===== src/logic/ryp_pkg.sv =====
// Operation
// - accept full red, green, blue per pixel
// - luma = 0.30 R + 0.59 G + 0.11 B
// - blue chroma = -0.17 R - 0.33 G + 0.50 B
// - red chroma = 0.50 R - 0.41 G - 0.09 B
// - add 128 so chroma spans 0 to 255
// - chroma offset binary, 0x80 is zero
// - luma unsigned byte, 0x00 to 0xff
// - chroma-first order: U0 Y0 V0 Y1
// - luma every pixel, chroma from even pixel
// - luma-first order: Y0 U0 Y1 V0
// - both orders carry identical component values
package ryp_pkg;

    // ****************************************
    // coefficients, scaled by 256
    // ****************************************
    localparam int FRAC_BITS = 8;                     // fixed point fraction bits
    localparam logic signed [8:0] Y_COEF_R = 9'sd77;  // 0.30 * 256
    localparam logic signed [8:0] Y_COEF_G = 9'sd151; // 0.59 * 256
    localparam logic signed [8:0] Y_COEF_B = 9'sd28;  // 0.11 * 256
    localparam logic signed [8:0] U_COEF_R = -9'sd44; // -0.17 * 256
    localparam logic signed [8:0] U_COEF_G = -9'sd84; // -0.33 * 256
    localparam logic signed [8:0] U_COEF_B = 9'sd128; // 0.50 * 256
    localparam logic signed [8:0] V_COEF_R = 9'sd128; // 0.50 * 256
    localparam logic signed [8:0] V_COEF_G = -9'sd105; // -0.41 * 256
    localparam logic signed [8:0] V_COEF_B = -9'sd23; // -0.09 * 256
    localparam logic signed [19:0] ROUND_HALF = 20'sd128; // half an lsb before shift

    // ****************************************
    // code limits
    // ****************************************
    localparam logic signed [19:0] LUMA_MAX = 20'sd255;
    localparam logic signed [19:0] CHROMA_MAX = 20'sd127;
    localparam logic signed [19:0] CHROMA_MIN = -20'sd128;
    localparam logic [7:0] CHROMA_OFFSET = 8'h80; // level zero code
    localparam logic [7:0] CODE_MAX = 8'hff;
    localparam logic [7:0] CODE_MIN = 8'h00;

    // ****************************************
    // stream shape
    // ****************************************
    localparam int COMP_W = 8;     // bits per colour component
    localparam int FIFO_DEPTH = 32; // words in the output buffer
    localparam logic [1:0] LAST_BYTE = 2'h3; // fourth byte of a pair

    // byte orders of a pixel pair
    typedef enum logic {
        ORDER_CHROMA_FIRST = 1'b0, // chroma_first_pair_order
        ORDER_LUMA_FIRST = 1'b1    // luma_first_pair_order
    } ryp_order_e;

    // pair assembly states
    typedef enum logic [2:0] {
        ST_EVEN = 3'b001, // waiting for even pixel
        ST_ODD = 3'b010,  // waiting for odd pixel
        ST_SEND = 3'b100  // pushing four bytes
    } ryp_state_e;

endpackage


===== src/logic/ryp_packer.sv =====
`timescale 1ns/10ps
module ryp_packer (
    input wire logic sys_clk_i,
    input wire logic rst_i,
    input wire ryp_pkg::ryp_order_e order_sel_i,
    input wire logic pix_valid_i,
    output logic pix_ready_o,
    input wire logic [ryp_pkg::COMP_W-1:0] red_i,
    input wire logic [ryp_pkg::COMP_W-1:0] green_i,
    input wire logic [ryp_pkg::COMP_W-1:0] blue_i,
    output logic byte_valid_o,
    input wire logic byte_ready_i,
    output logic [ryp_pkg::COMP_W-1:0] byte_data_o
);
    import ryp_pkg::*;

    // ****************************************
    // conversion arithmetic
    // ****************************************

    // weighted sum with rounding, result in whole levels
    function automatic logic signed [19:0] mix(
        input logic signed [8:0] cr,
        input logic signed [8:0] cg,
        input logic signed [8:0] cb,
        input logic [7:0] r,
        input logic [7:0] g,
        input logic [7:0] b
    );
        logic signed [19:0] acc;
        acc = 20'(cr) * $signed({12'h000, r});
        acc = acc + 20'(cg) * $signed({12'h000, g});
        acc = acc + 20'(cb) * $signed({12'h000, b});
        acc = acc + ROUND_HALF;
        return acc >>> FRAC_BITS;
    endfunction

    // clamp luma into one unsigned byte
    function automatic logic [7:0] luma_code(input logic signed [19:0] q);
        logic [7:0] code;
        if (q < 0) begin
            code = CODE_MIN;
        end else if (q > LUMA_MAX) begin
            code = CODE_MAX;
        end else begin
            code = q[7:0];
        end
        return code;
    endfunction

    // clamp signed chroma, then shift to offset binary
    function automatic logic [7:0] chroma_code(input logic signed [19:0] q);
        logic [7:0] code;
        if (q > CHROMA_MAX) begin
            code = CODE_MAX;
        end else if (q < CHROMA_MIN) begin
            code = CODE_MIN;
        end else begin
            code = q[7:0] + CHROMA_OFFSET;
        end
        return code;
    endfunction

    // ****************************************
    // pair assembly state
    // ****************************************
    ryp_state_e state, next_state; // pair position
    ryp_order_e order, next_order; // order latched per pair
    logic [7:0] y0, next_y0; // luma of even pixel
    logic [7:0] y1, next_y1; // luma of odd pixel
    logic [7:0] u0, next_u0; // blue chroma of even pixel
    logic [7:0] v0, next_v0; // red chroma of even pixel
    logic [1:0] idx, next_idx; // byte within the pair
    logic accept; // pixel taken this cycle
    logic push; // byte offered to the buffer
    logic fifo_in_ready; // buffer has room
    logic [7:0] pair_byte; // byte chosen by order and idx
    logic [7:0] cur_y, cur_u, cur_v; // components of incoming pixel

    // component values are the same for both orders
    assign cur_y = luma_code(mix(Y_COEF_R, Y_COEF_G, Y_COEF_B, red_i, green_i, blue_i));
    assign cur_u = chroma_code(mix(U_COEF_R, U_COEF_G, U_COEF_B, red_i, green_i, blue_i));
    assign cur_v = chroma_code(mix(V_COEF_R, V_COEF_G, V_COEF_B, red_i, green_i, blue_i));

    // pixels are held off while a pair drains into the buffer
    assign pix_ready_o = (state != ST_SEND);
    assign accept = pix_valid_i && pix_ready_o;
    assign push = (state == ST_SEND);

    // byte selection, only the order differs between formats
    always_comb begin
        pair_byte = y0;
        if (order == ORDER_CHROMA_FIRST) begin
            case (idx)
                2'h0: pair_byte = u0;
                2'h1: pair_byte = y0;
                2'h2: pair_byte = v0;
                default: pair_byte = y1;
            endcase
        end else begin
            case (idx)
                2'h0: pair_byte = y0;
                2'h1: pair_byte = u0;
                2'h2: pair_byte = y1;
                default: pair_byte = v0;
            endcase
        end
    end

    // next state: even pixel gives luma and chroma, odd gives luma only
    always_comb begin
        next_state = state;
        next_order = order;
        next_y0 = y0;
        next_y1 = y1;
        next_u0 = u0;
        next_v0 = v0;
        next_idx = idx;
        case (state)
            ST_EVEN: begin
                if (accept) begin
                    next_y0 = cur_y;
                    next_u0 = cur_u;
                    next_v0 = cur_v;
                    next_order = order_sel_i; // no mixed orders within a pair
                    next_state = ST_ODD;
                end
            end
            ST_ODD: begin
                if (accept) begin
                    next_y1 = cur_y;
                    next_idx = 2'h0;
                    next_state = ST_SEND;
                end
            end
            ST_SEND: begin
                // a stalled buffer freezes the index, back pressure reaches the source
                if (fifo_in_ready) begin
                    next_idx = idx + 2'h1;
                    if (idx == LAST_BYTE) begin
                        next_state = ST_EVEN;
                    end
                end
            end
            default: begin
                next_state = ST_EVEN;
            end
        endcase
    end

    always_ff @(posedge sys_clk_i or posedge rst_i) begin
        if (rst_i) begin
            state <= ST_EVEN;
            order <= ORDER_CHROMA_FIRST;
            y0 <= CODE_MIN;
            y1 <= CODE_MIN;
            u0 <= CHROMA_OFFSET;
            v0 <= CHROMA_OFFSET;
            idx <= 2'h0;
        end else begin
            state <= next_state;
            order <= next_order;
            y0 <= next_y0;
            y1 <= next_y1;
            u0 <= next_u0;
            v0 <= next_v0;
            idx <= next_idx;
        end
    end

    // ****************************************
    // output buffer
    // ****************************************
    ryp_fifo #(
        .WIDTH(COMP_W),
        .DEPTH(FIFO_DEPTH)
    ) u_fifo (
        .sys_clk_i(sys_clk_i),
        .rst_i(rst_i),
        .in_valid_i(push),
        .in_ready_o(fifo_in_ready),
        .in_data_i(pair_byte),
        .out_valid_o(byte_valid_o),
        .out_ready_i(byte_ready_i),
        .out_data_o(byte_data_o)
    );

    logic white_in, black_in, blue_in, red_in; // probe pixels
    assign white_in = (red_i == 8'hff) && (green_i == 8'hff) && (blue_i == 8'hff);
    assign black_in = (red_i == 8'h00) && (green_i == 8'h00) && (blue_i == 8'h00);
    assign blue_in = (red_i == 8'h00) && (green_i == 8'h00) && (blue_i == 8'hff);
    assign red_in = (red_i == 8'hff) && (green_i == 8'h00) && (blue_i == 8'h00);
endmodule


===== src/logic/ryp_fifo.sv =====
`timescale 1ns/10ps
module ryp_fifo #(
    parameter int WIDTH = 8,
    parameter int DEPTH = 32
) (
    input wire logic sys_clk_i,
    input wire logic rst_i,
    input wire logic in_valid_i,
    output logic in_ready_o,
    input wire logic [WIDTH-1:0] in_data_i,
    output logic out_valid_o,
    input wire logic out_ready_i,
    output logic [WIDTH-1:0] out_data_o
);
    localparam int AW = $clog2(DEPTH);
    localparam logic [AW:0] FULL_CNT = (AW+1)'(DEPTH);
    localparam logic [AW-1:0] LAST_IDX = AW'(DEPTH - 1);

    logic [WIDTH-1:0] mem [DEPTH]; // storage flops
    logic [AW-1:0] wr_ptr, next_wr_ptr;
    logic [AW-1:0] rd_ptr, next_rd_ptr;
    logic [AW:0] count, next_count; // words held
    logic wr_en, rd_en;

    // honest flags straight from the count
    assign in_ready_o = (count != FULL_CNT);
    assign out_valid_o = (count != '0);
    assign out_data_o = mem[rd_ptr];

    // ****************************************
    // pointer and count update
    // ****************************************
    always_comb begin
        wr_en = in_valid_i && in_ready_o;
        rd_en = out_valid_o && out_ready_i;
        next_wr_ptr = wr_ptr;
        next_rd_ptr = rd_ptr;
        next_count = count;
        if (wr_en) begin
            // wrap by compare, depth need not be a power of two
            next_wr_ptr = (wr_ptr == LAST_IDX) ? '0 : wr_ptr + 1'b1;
        end
        if (rd_en) begin
            next_rd_ptr = (rd_ptr == LAST_IDX) ? '0 : rd_ptr + 1'b1;
        end
        if (wr_en && !rd_en) begin
            next_count = count + 1'b1;
        end else if (rd_en && !wr_en) begin
            next_count = count - 1'b1;
        end
    end

    always_ff @(posedge sys_clk_i or posedge rst_i) begin
        if (rst_i) begin
            wr_ptr <= '0;
            rd_ptr <= '0;
            count <= '0;
        end else begin
            wr_ptr <= next_wr_ptr;
            rd_ptr <= next_rd_ptr;
            count <= next_count;
        end
    end

    // data words carry no reset, only the pointers and count matter
    always_ff @(posedge sys_clk_i) begin
        if (wr_en) begin
            mem[wr_ptr] <= in_data_i;
        end
    end
endmodule


===== config.mk =====
export PLATFORM = sky130hd
export DESIGN_NAME = ryp_packer
export DESIGN_NICKNAME = d
export VERILOG_FILES = /design/src/logic/ryp_pkg.sv /design/src/logic/ryp_packer.sv /design/src/logic/ryp_fifo.sv
export SDC_FILE = /design/constraint.sdc
export NUM_CORES = 1
export LEC_CHECK = 0
export ABC_CLOCK_PERIOD_IN_PS = 3400
export BUFFER_PORTS_ARGS = -buffer_cell sky130_fd_sc_hd__buf_2
export CAP_MARGIN = 20
export CELL_PAD_IN_SITES_DETAIL_PLACEMENT = 0
export CELL_PAD_IN_SITES_GLOBAL_PLACEMENT = 2
export CORE_MARGIN = 2
export CORE_UTILIZATION = 42
export DETAILED_ROUTE_END_ITERATION = 16
export GPL_ROUTABILITY_DRIVEN = 0
export GPL_TIMING_DRIVEN = 0
export PLACE_DENSITY_LB_ADDON = 0.12
export SLEW_MARGIN = 15
export SYNTH_ARGS = -nofsm -noshare
export SYNTH_HDL_FRONTEND = slang
export SYNTH_SLANG_ARGS = --single-unit

===== constraint.sdc =====
create_clock -name sys_clk_i -period 3.4 [get_ports sys_clk_i]
set_input_delay 0.68 -clock sys_clk_i [delete_from_list [all_inputs] [get_ports sys_clk_i]]
set_output_delay 0.68 -clock sys_clk_i [all_outputs]
set_load 0.05 [all_outputs]

* After elaboration in Yosys (flattened, before gate mapping)
Memory sizes are Yosys's and may differ from the RTL's.
Cells that the tools add are included.
W data, S select, Z words.
** Word-level totals
- Input port bits :: 29
- Output and inout bits :: 10
- Bits in writable memories :: 256
- Bits in registers :: 54
- Word-level logic and storage cells :: 92
- Memories kept :: 1
** Memories
- u_fifo.mem :: words 32, bits a word 8, read ports 1, clocked after memory_dff 0, write ports 1, RTL line ryp_fifo.sv:19 : logic [WIDTH-1:0] mem [DEPTH];
** Operators by class
- Reduce and logical (&&, ||, !) cells :: 15
- Muxes and demuxes :: 23
- Order comparisons :: 6
- $mul :: 7
- Add/sub/neg operators :: 16
- Equal/unequal tests :: 14
** Operator list (number)
- $mux W8 :: 7
- $pmux W8 S3 :: 2
- $add A19 B9 Y20 const B :: 2
- $add A16 B17 Y18 :: 2
- $mul A6 B9 Y15 const A :: 2
- $gt A12 B8 Y1 const B :: 2
- $lt A12 B8 Y1 const B :: 2
- $add A18 B15 Y19 :: 1
- $add A18 B16 Y19 :: 1
- $add A18 B8 Y19 const B :: 1
- $add A17 B13 Y18 :: 1
- $add A15 B16 Y17 :: 1
- $mul A8 B9 Y17 const A :: 1
- $add A8 B8 Y8 const B :: 2
- $mul A8 B8 Y16 const A :: 1
- $mul A7 B8 Y15 const A :: 1
- $mul A5 B9 Y14 const A :: 1
- $mux W3 :: 4
- $mux W6 :: 2
- $gt A11 B8 Y1 const B :: 1
- $lt A11 B1 Y1 const B :: 1
- $mul A3 B8 Y11 const A :: 1
- $add A5 B1 Y5 const B :: 2
- $eq A5 B5 Y1 const B :: 2
- other kinds (24) :: 38

* Depth between registers and ports, before layout
- Word-level depth :: 7
- Mapped depth :: 28
- Mapped depth without buffers :: 28

* By module
Synthesis repeated with hierarchy kept, for this count alone.
** Unflattened totals
- Cell total of the unflattened synthesis :: 1662
- Area total of the unflattened synthesis :: 21281.7 µm²
** Modules (own cells, without submodules)
- ryp_fifo :: instances 1, seq. area each 8087.8 µm², cells an instance 580, area an instance 11013.1 µm²
- ryp_packer :: instances 1, seq. area each 954.7 µm², cells an instance 1082, area an instance 10268.6 µm²

* Worst setup path before layout
OpenSTA, ideal clock, no wires.
- Kind :: input-to-reg
- Start :: input port green_i[2] (netlist name)
- End :: register u0[0]
- Arrival time :: 6.471 ns
- Required time :: 3.274 ns
- Setup slack :: -3.197 ns
- Library setup time :: 0.126 ns
- Stages on the path :: 26
- Buffers on the path :: 0
- Path through :: inv_1 > ha_1 > inv_1 > ha_1 > fa_1 > inv_1 > fa_1 > fa_1 > nor2b_1 > o21ai_0 > a21boi_0 > o21ai_0 > a21oi_1 > o21ai_0 > mux2_2 > or2_2 > fa_1 > ha_1 > nor2b_1 > nand2_1 > o21bai_1 > o41ai_2 > mux2i_1 > a41oi_2 > nor2_2 > a221o_1
** Between the ends
- Cells in the longest elaborated chain, start to end :: 7
- Elaborated cells between the ends (all ways) :: 9
- Classes of those cells :: add/sub (4); mul (1); order compare (2); mux (2)
** Ends and longest elaborated chain
- start, declared :: RTL line ryp_packer.sv:9 : input wire logic [ryp_pkg::COMP_W-1:0] green_i,
- $mul A6 B9 Y15 (*) :: RTL line ryp_packer.sv:32 : acc = acc + 20'(cg) * $signed({12'h000, g});
- $add A16 B17 Y18 (*) :: RTL line ryp_packer.sv:32
- $add A18 B16 Y19 (*) :: RTL line ryp_packer.sv:33 : acc = acc + 20'(cb) * $signed({12'h000, b});
- $add A19 B9 Y20 (*) :: RTL line ryp_packer.sv:34 : acc = acc + ROUND_HALF;
- $lt A12 B8 Y1 / $add A8 B8 Y8 (equally long branches) :: RTL line ryp_packer.sv:56, ryp_packer.sv:59
- $mux W8 :: RTL line ryp_packer.sv:56 : end else if (q < CHROMA_MIN) begin
- $mux W8 (*) :: RTL line ryp_packer.sv:54 : if (q > CHROMA_MAX) begin
- end signal, assigned :: RTL line ryp_packer.sv:165 : u0 <= next_u0;
- end, declared :: RTL line ryp_packer.sv:71 : logic [7:0] u0, next_u0;
Mark *: on every way between the ends. The rest lies on a longest branch, timed or not.
A chain may end at the register's enable or synchronous reset.

* Worst setup path after layout
Ends and elaborated chain as after synthesis.

==> summary.md <==
| Metric | Value |
|---|---|
| Rel. slew slack | 34.2% |
| Sequential area share after synthesis | 43.4% |
| Critical Path Source Type | input port |
| Largest fanout on the critical path | 7 |
| Port bufs | 38 |
| Status | finished with violations |
| Post-layout min period | 6090 ps |
| DP HPWL | 38600 um |
| Gr usage total | 21.0% |
| Top layer reached by signal wires | met4 |
| Synthesized Nets | 1951 |
| Sink Count | 310 |
| Core area | 49000 um2 |
| Slew @ Worst Pin | 983 ps |
| Vias in the first global route | 13300 |
| First-pass GRT wire length | 80000 um |
| Max cap viols | 0 |
| Gate Count Post-Synth | 1535 |
| Worst EP arrival | 6530 ps |
| DR vias/cell | 5.28 |
| Unrepaired setup endpoints after global routing | true |
| Congestion Overflow GR | 0 |
| DR iter-0 viols | 603 |
| Fin crit share | 179% |
| Utilization after layout | 51.2% |
| CTS H-tree lvls | 1 |
| Initial core utilization | 42.5% |
| Filler instances | 4209 |
| CTS Buf Count | 28 |
| R2R setup slack | 220 ps |
| Row count | 81 |
| EDFF count, synth | 256 |
| Async S/R FF share, synth | 17.4% |
| Max Transition Viols Final | 0 |
| Routed wire per std cell | 22.1 um |
| Routed via count | 12500 |
| Area delta synth->final | 20.3% |
| HP Class | in -> async |
| Die ar. | 51400 um2 |
| Crit-path slowest cell | fa_1 |
| CTS tree | yes |
| Top_reg_cell synth | edfxtp_1 |
| 1st-pass router iterations | 7 |
| Die W | 227 um |
| Worst setup endpoint | u0[0] |
| Final net count | 2093 |
| Final setup margin | -2690 ps |
| Clk Latency, worst-skew pair | 550 ps |
| Syn Area/Cell | 13.6 um2 |
| Largest net degree at the start of global routing | 55 |
| FF+latch count, synth | 310 |
| Layout Skew | 21.0 ps |
| Yosys warnings | 0 |
| Met2 wire len | 27500 um |
| Worst r2r src | u_fifo.count[1] |
| DRC viols | 0 |
| Final hold vios | 0 |
| Worst R2R Path Depth | 15 |
| Setup Viol. Count Final | 40 |
| Worst setup path start | green_i[2] |
| Diode count | 0 |
| Antenna Nets Post-Route | 0 |
| Critical path class | in -> reg |
| Commonest non-fill, non-tap cell in the layout | edfxtp_1 |
| Place WS | -4060 ps |
| Worst hold slack | 242 ps |
| Worst endpoint required time | 3840 ps |
| Fmax | 164 MHz |
| Met3 WL | 1640 um |
| CP peak stage delay | 520 ps |
| Failing checks | negative setup slack |
| I/O Pins | 39 |
| Synth unique cells | 65 |
| Clock Tree Buf Depth | 3 |
| Critical R2R Capture | u_fifo.count[5] |
| Met1 wire length | 21600 um |
| Final wirelength | 52100 um |
| CTS Root Cell | clkbuf_16 |
| Layout cells sized above 1 | 27.8% |
| Post-Syn Area | 20800 um2 |
| Clock transition at path regs | 60 ps |
| Die height | 227 um |
| Setup TNS | -72230 ps |
| Initial antenna violation count | 0 |
| Crit. End Element | flop |
| Most frequent cells in the layout | 256 x edfxtp_1, 240 x inv_1, 210 x ha_1 |
registers in the layout (all words and copies together), names as in the netlist:
name / cells
v0: 8
u0: 8
y1: 8
state: 3
idx: 2
u_fifo.rd_ptr: 5
order: 1
y0: 8
u_fifo.wr_ptr: 5
u_fifo.count: 6
u_fifo.mem: 256
synth_stat cells, types with 4 or more instances:
master,instances,share of area (%)
nand2b_1,6,0.18
and3_1,6,0.18
or2_2,4,0.12
clkbuf_1,31,0.56
edfxtp_1,256,37
nand3_1,6,0.14
nand4_1,4,0.12
dfrtp_1,51,6.1
nor3b_1,4,0.14
mux4_2,88,9.5
a222oi_1,16,0.77
ha_1,253,15
inv_1,263,4.7
xnor2_1,31,1.3
a21oi_1,58,1.4
or3_1,7,0.21
fa_1,134,13
nand3b_1,4,0.14
xor2_1,13,0.55
a221o_1,7,0.34
a311oi_1,6,0.25
nor2_1,85,1.5
nor2b_1,6,0.18
a211oi_1,5,0.18
o21bai_1,14,0.50
o21ai_0,27,0.65
nor3_1,11,0.26
nand2_1,52,0.94
a21o_1,16,0.58
mux2_2,12,0.65
through the flow:
stage / std cells / instance area, um2
floorplan: 1535 / 21200
global placement: 2237 / 22200
detailed placement: 2238 / 22300
CTS: 2331 / 24300
global route: 2363 / 25100
finish: 2363 / 25100
area by class of cell:
cell class	instances	area (um2)	area share, %
buffer	33	228	0.909
clock buffer	35	748	2.99
clock inverter	17	164	0.654
inverter	263	1020	4.06
multi-input combinational	925	11900	47.4
sequential	310	9040	36.1
tap	664	831	3.32
timing repair buffer	116	1150	4.58
critical path, delay by kind of cell:
kind	cells	cell delay, ps
buffers and inverters	7	630
adder cells (fa/ha/maj)	8	2770
XOR/XNOR	2	340
AO/OA/AOI/OAI	12	2080
per-layer routing:
metal | vias to the layer above | track usage (%)
li1 | 5770 | -
met1 | 6430 | 26.6
met2 | 212 | 38.5
met3 | 61 | 1.80
met4 | 0 | 5.88
met5 | - | 0
what timing repair did:
item | in CTS | in global routing
cloned | 1 | 1
resized for setup | 180 | 101
pin swaps | 63 | 102
hold buffers | 0 | 0
hold endpoints to repair | 0 | 0
setup buffers | 42 | 36
setup endpoints to repair | 72 | 41
how the worst min path moves through the flow:
stage | from | end | slack [ps] | cells past startpoint
floorplan | v0[7] | v0[7] | 440 | 2
global placement | v0[7] | v0[7] | 470 | 2
detailed placement | v0[7] | v0[7] | 460 | 2
CTS | rst_i | u_fifo.count[2] | 260 | 2
global route | rst_i | u_fifo.count[0] | 290 | 2
finish | rst_i | u_fifo.count[4] | 240 | 2
kinds of logic (layout without fill, tap and decap cells):
group	Yosys count	count (layout)	synth area share, %
xor gates and xnor gates	44	44	1.85
muxes	103	103	10.3
adders and majority gates	387	387	28.1
DFF	310	310	43.4
AOI/OAI and AO/OA	185	185	6.30
buffers and inverters	300	464	5.43
and+or+nand+nor	206	206	4.60
Power is left out: the tool's default activity adds up to more than one toggle a clock period on the data nets, which glitch-free logic cannot reach.
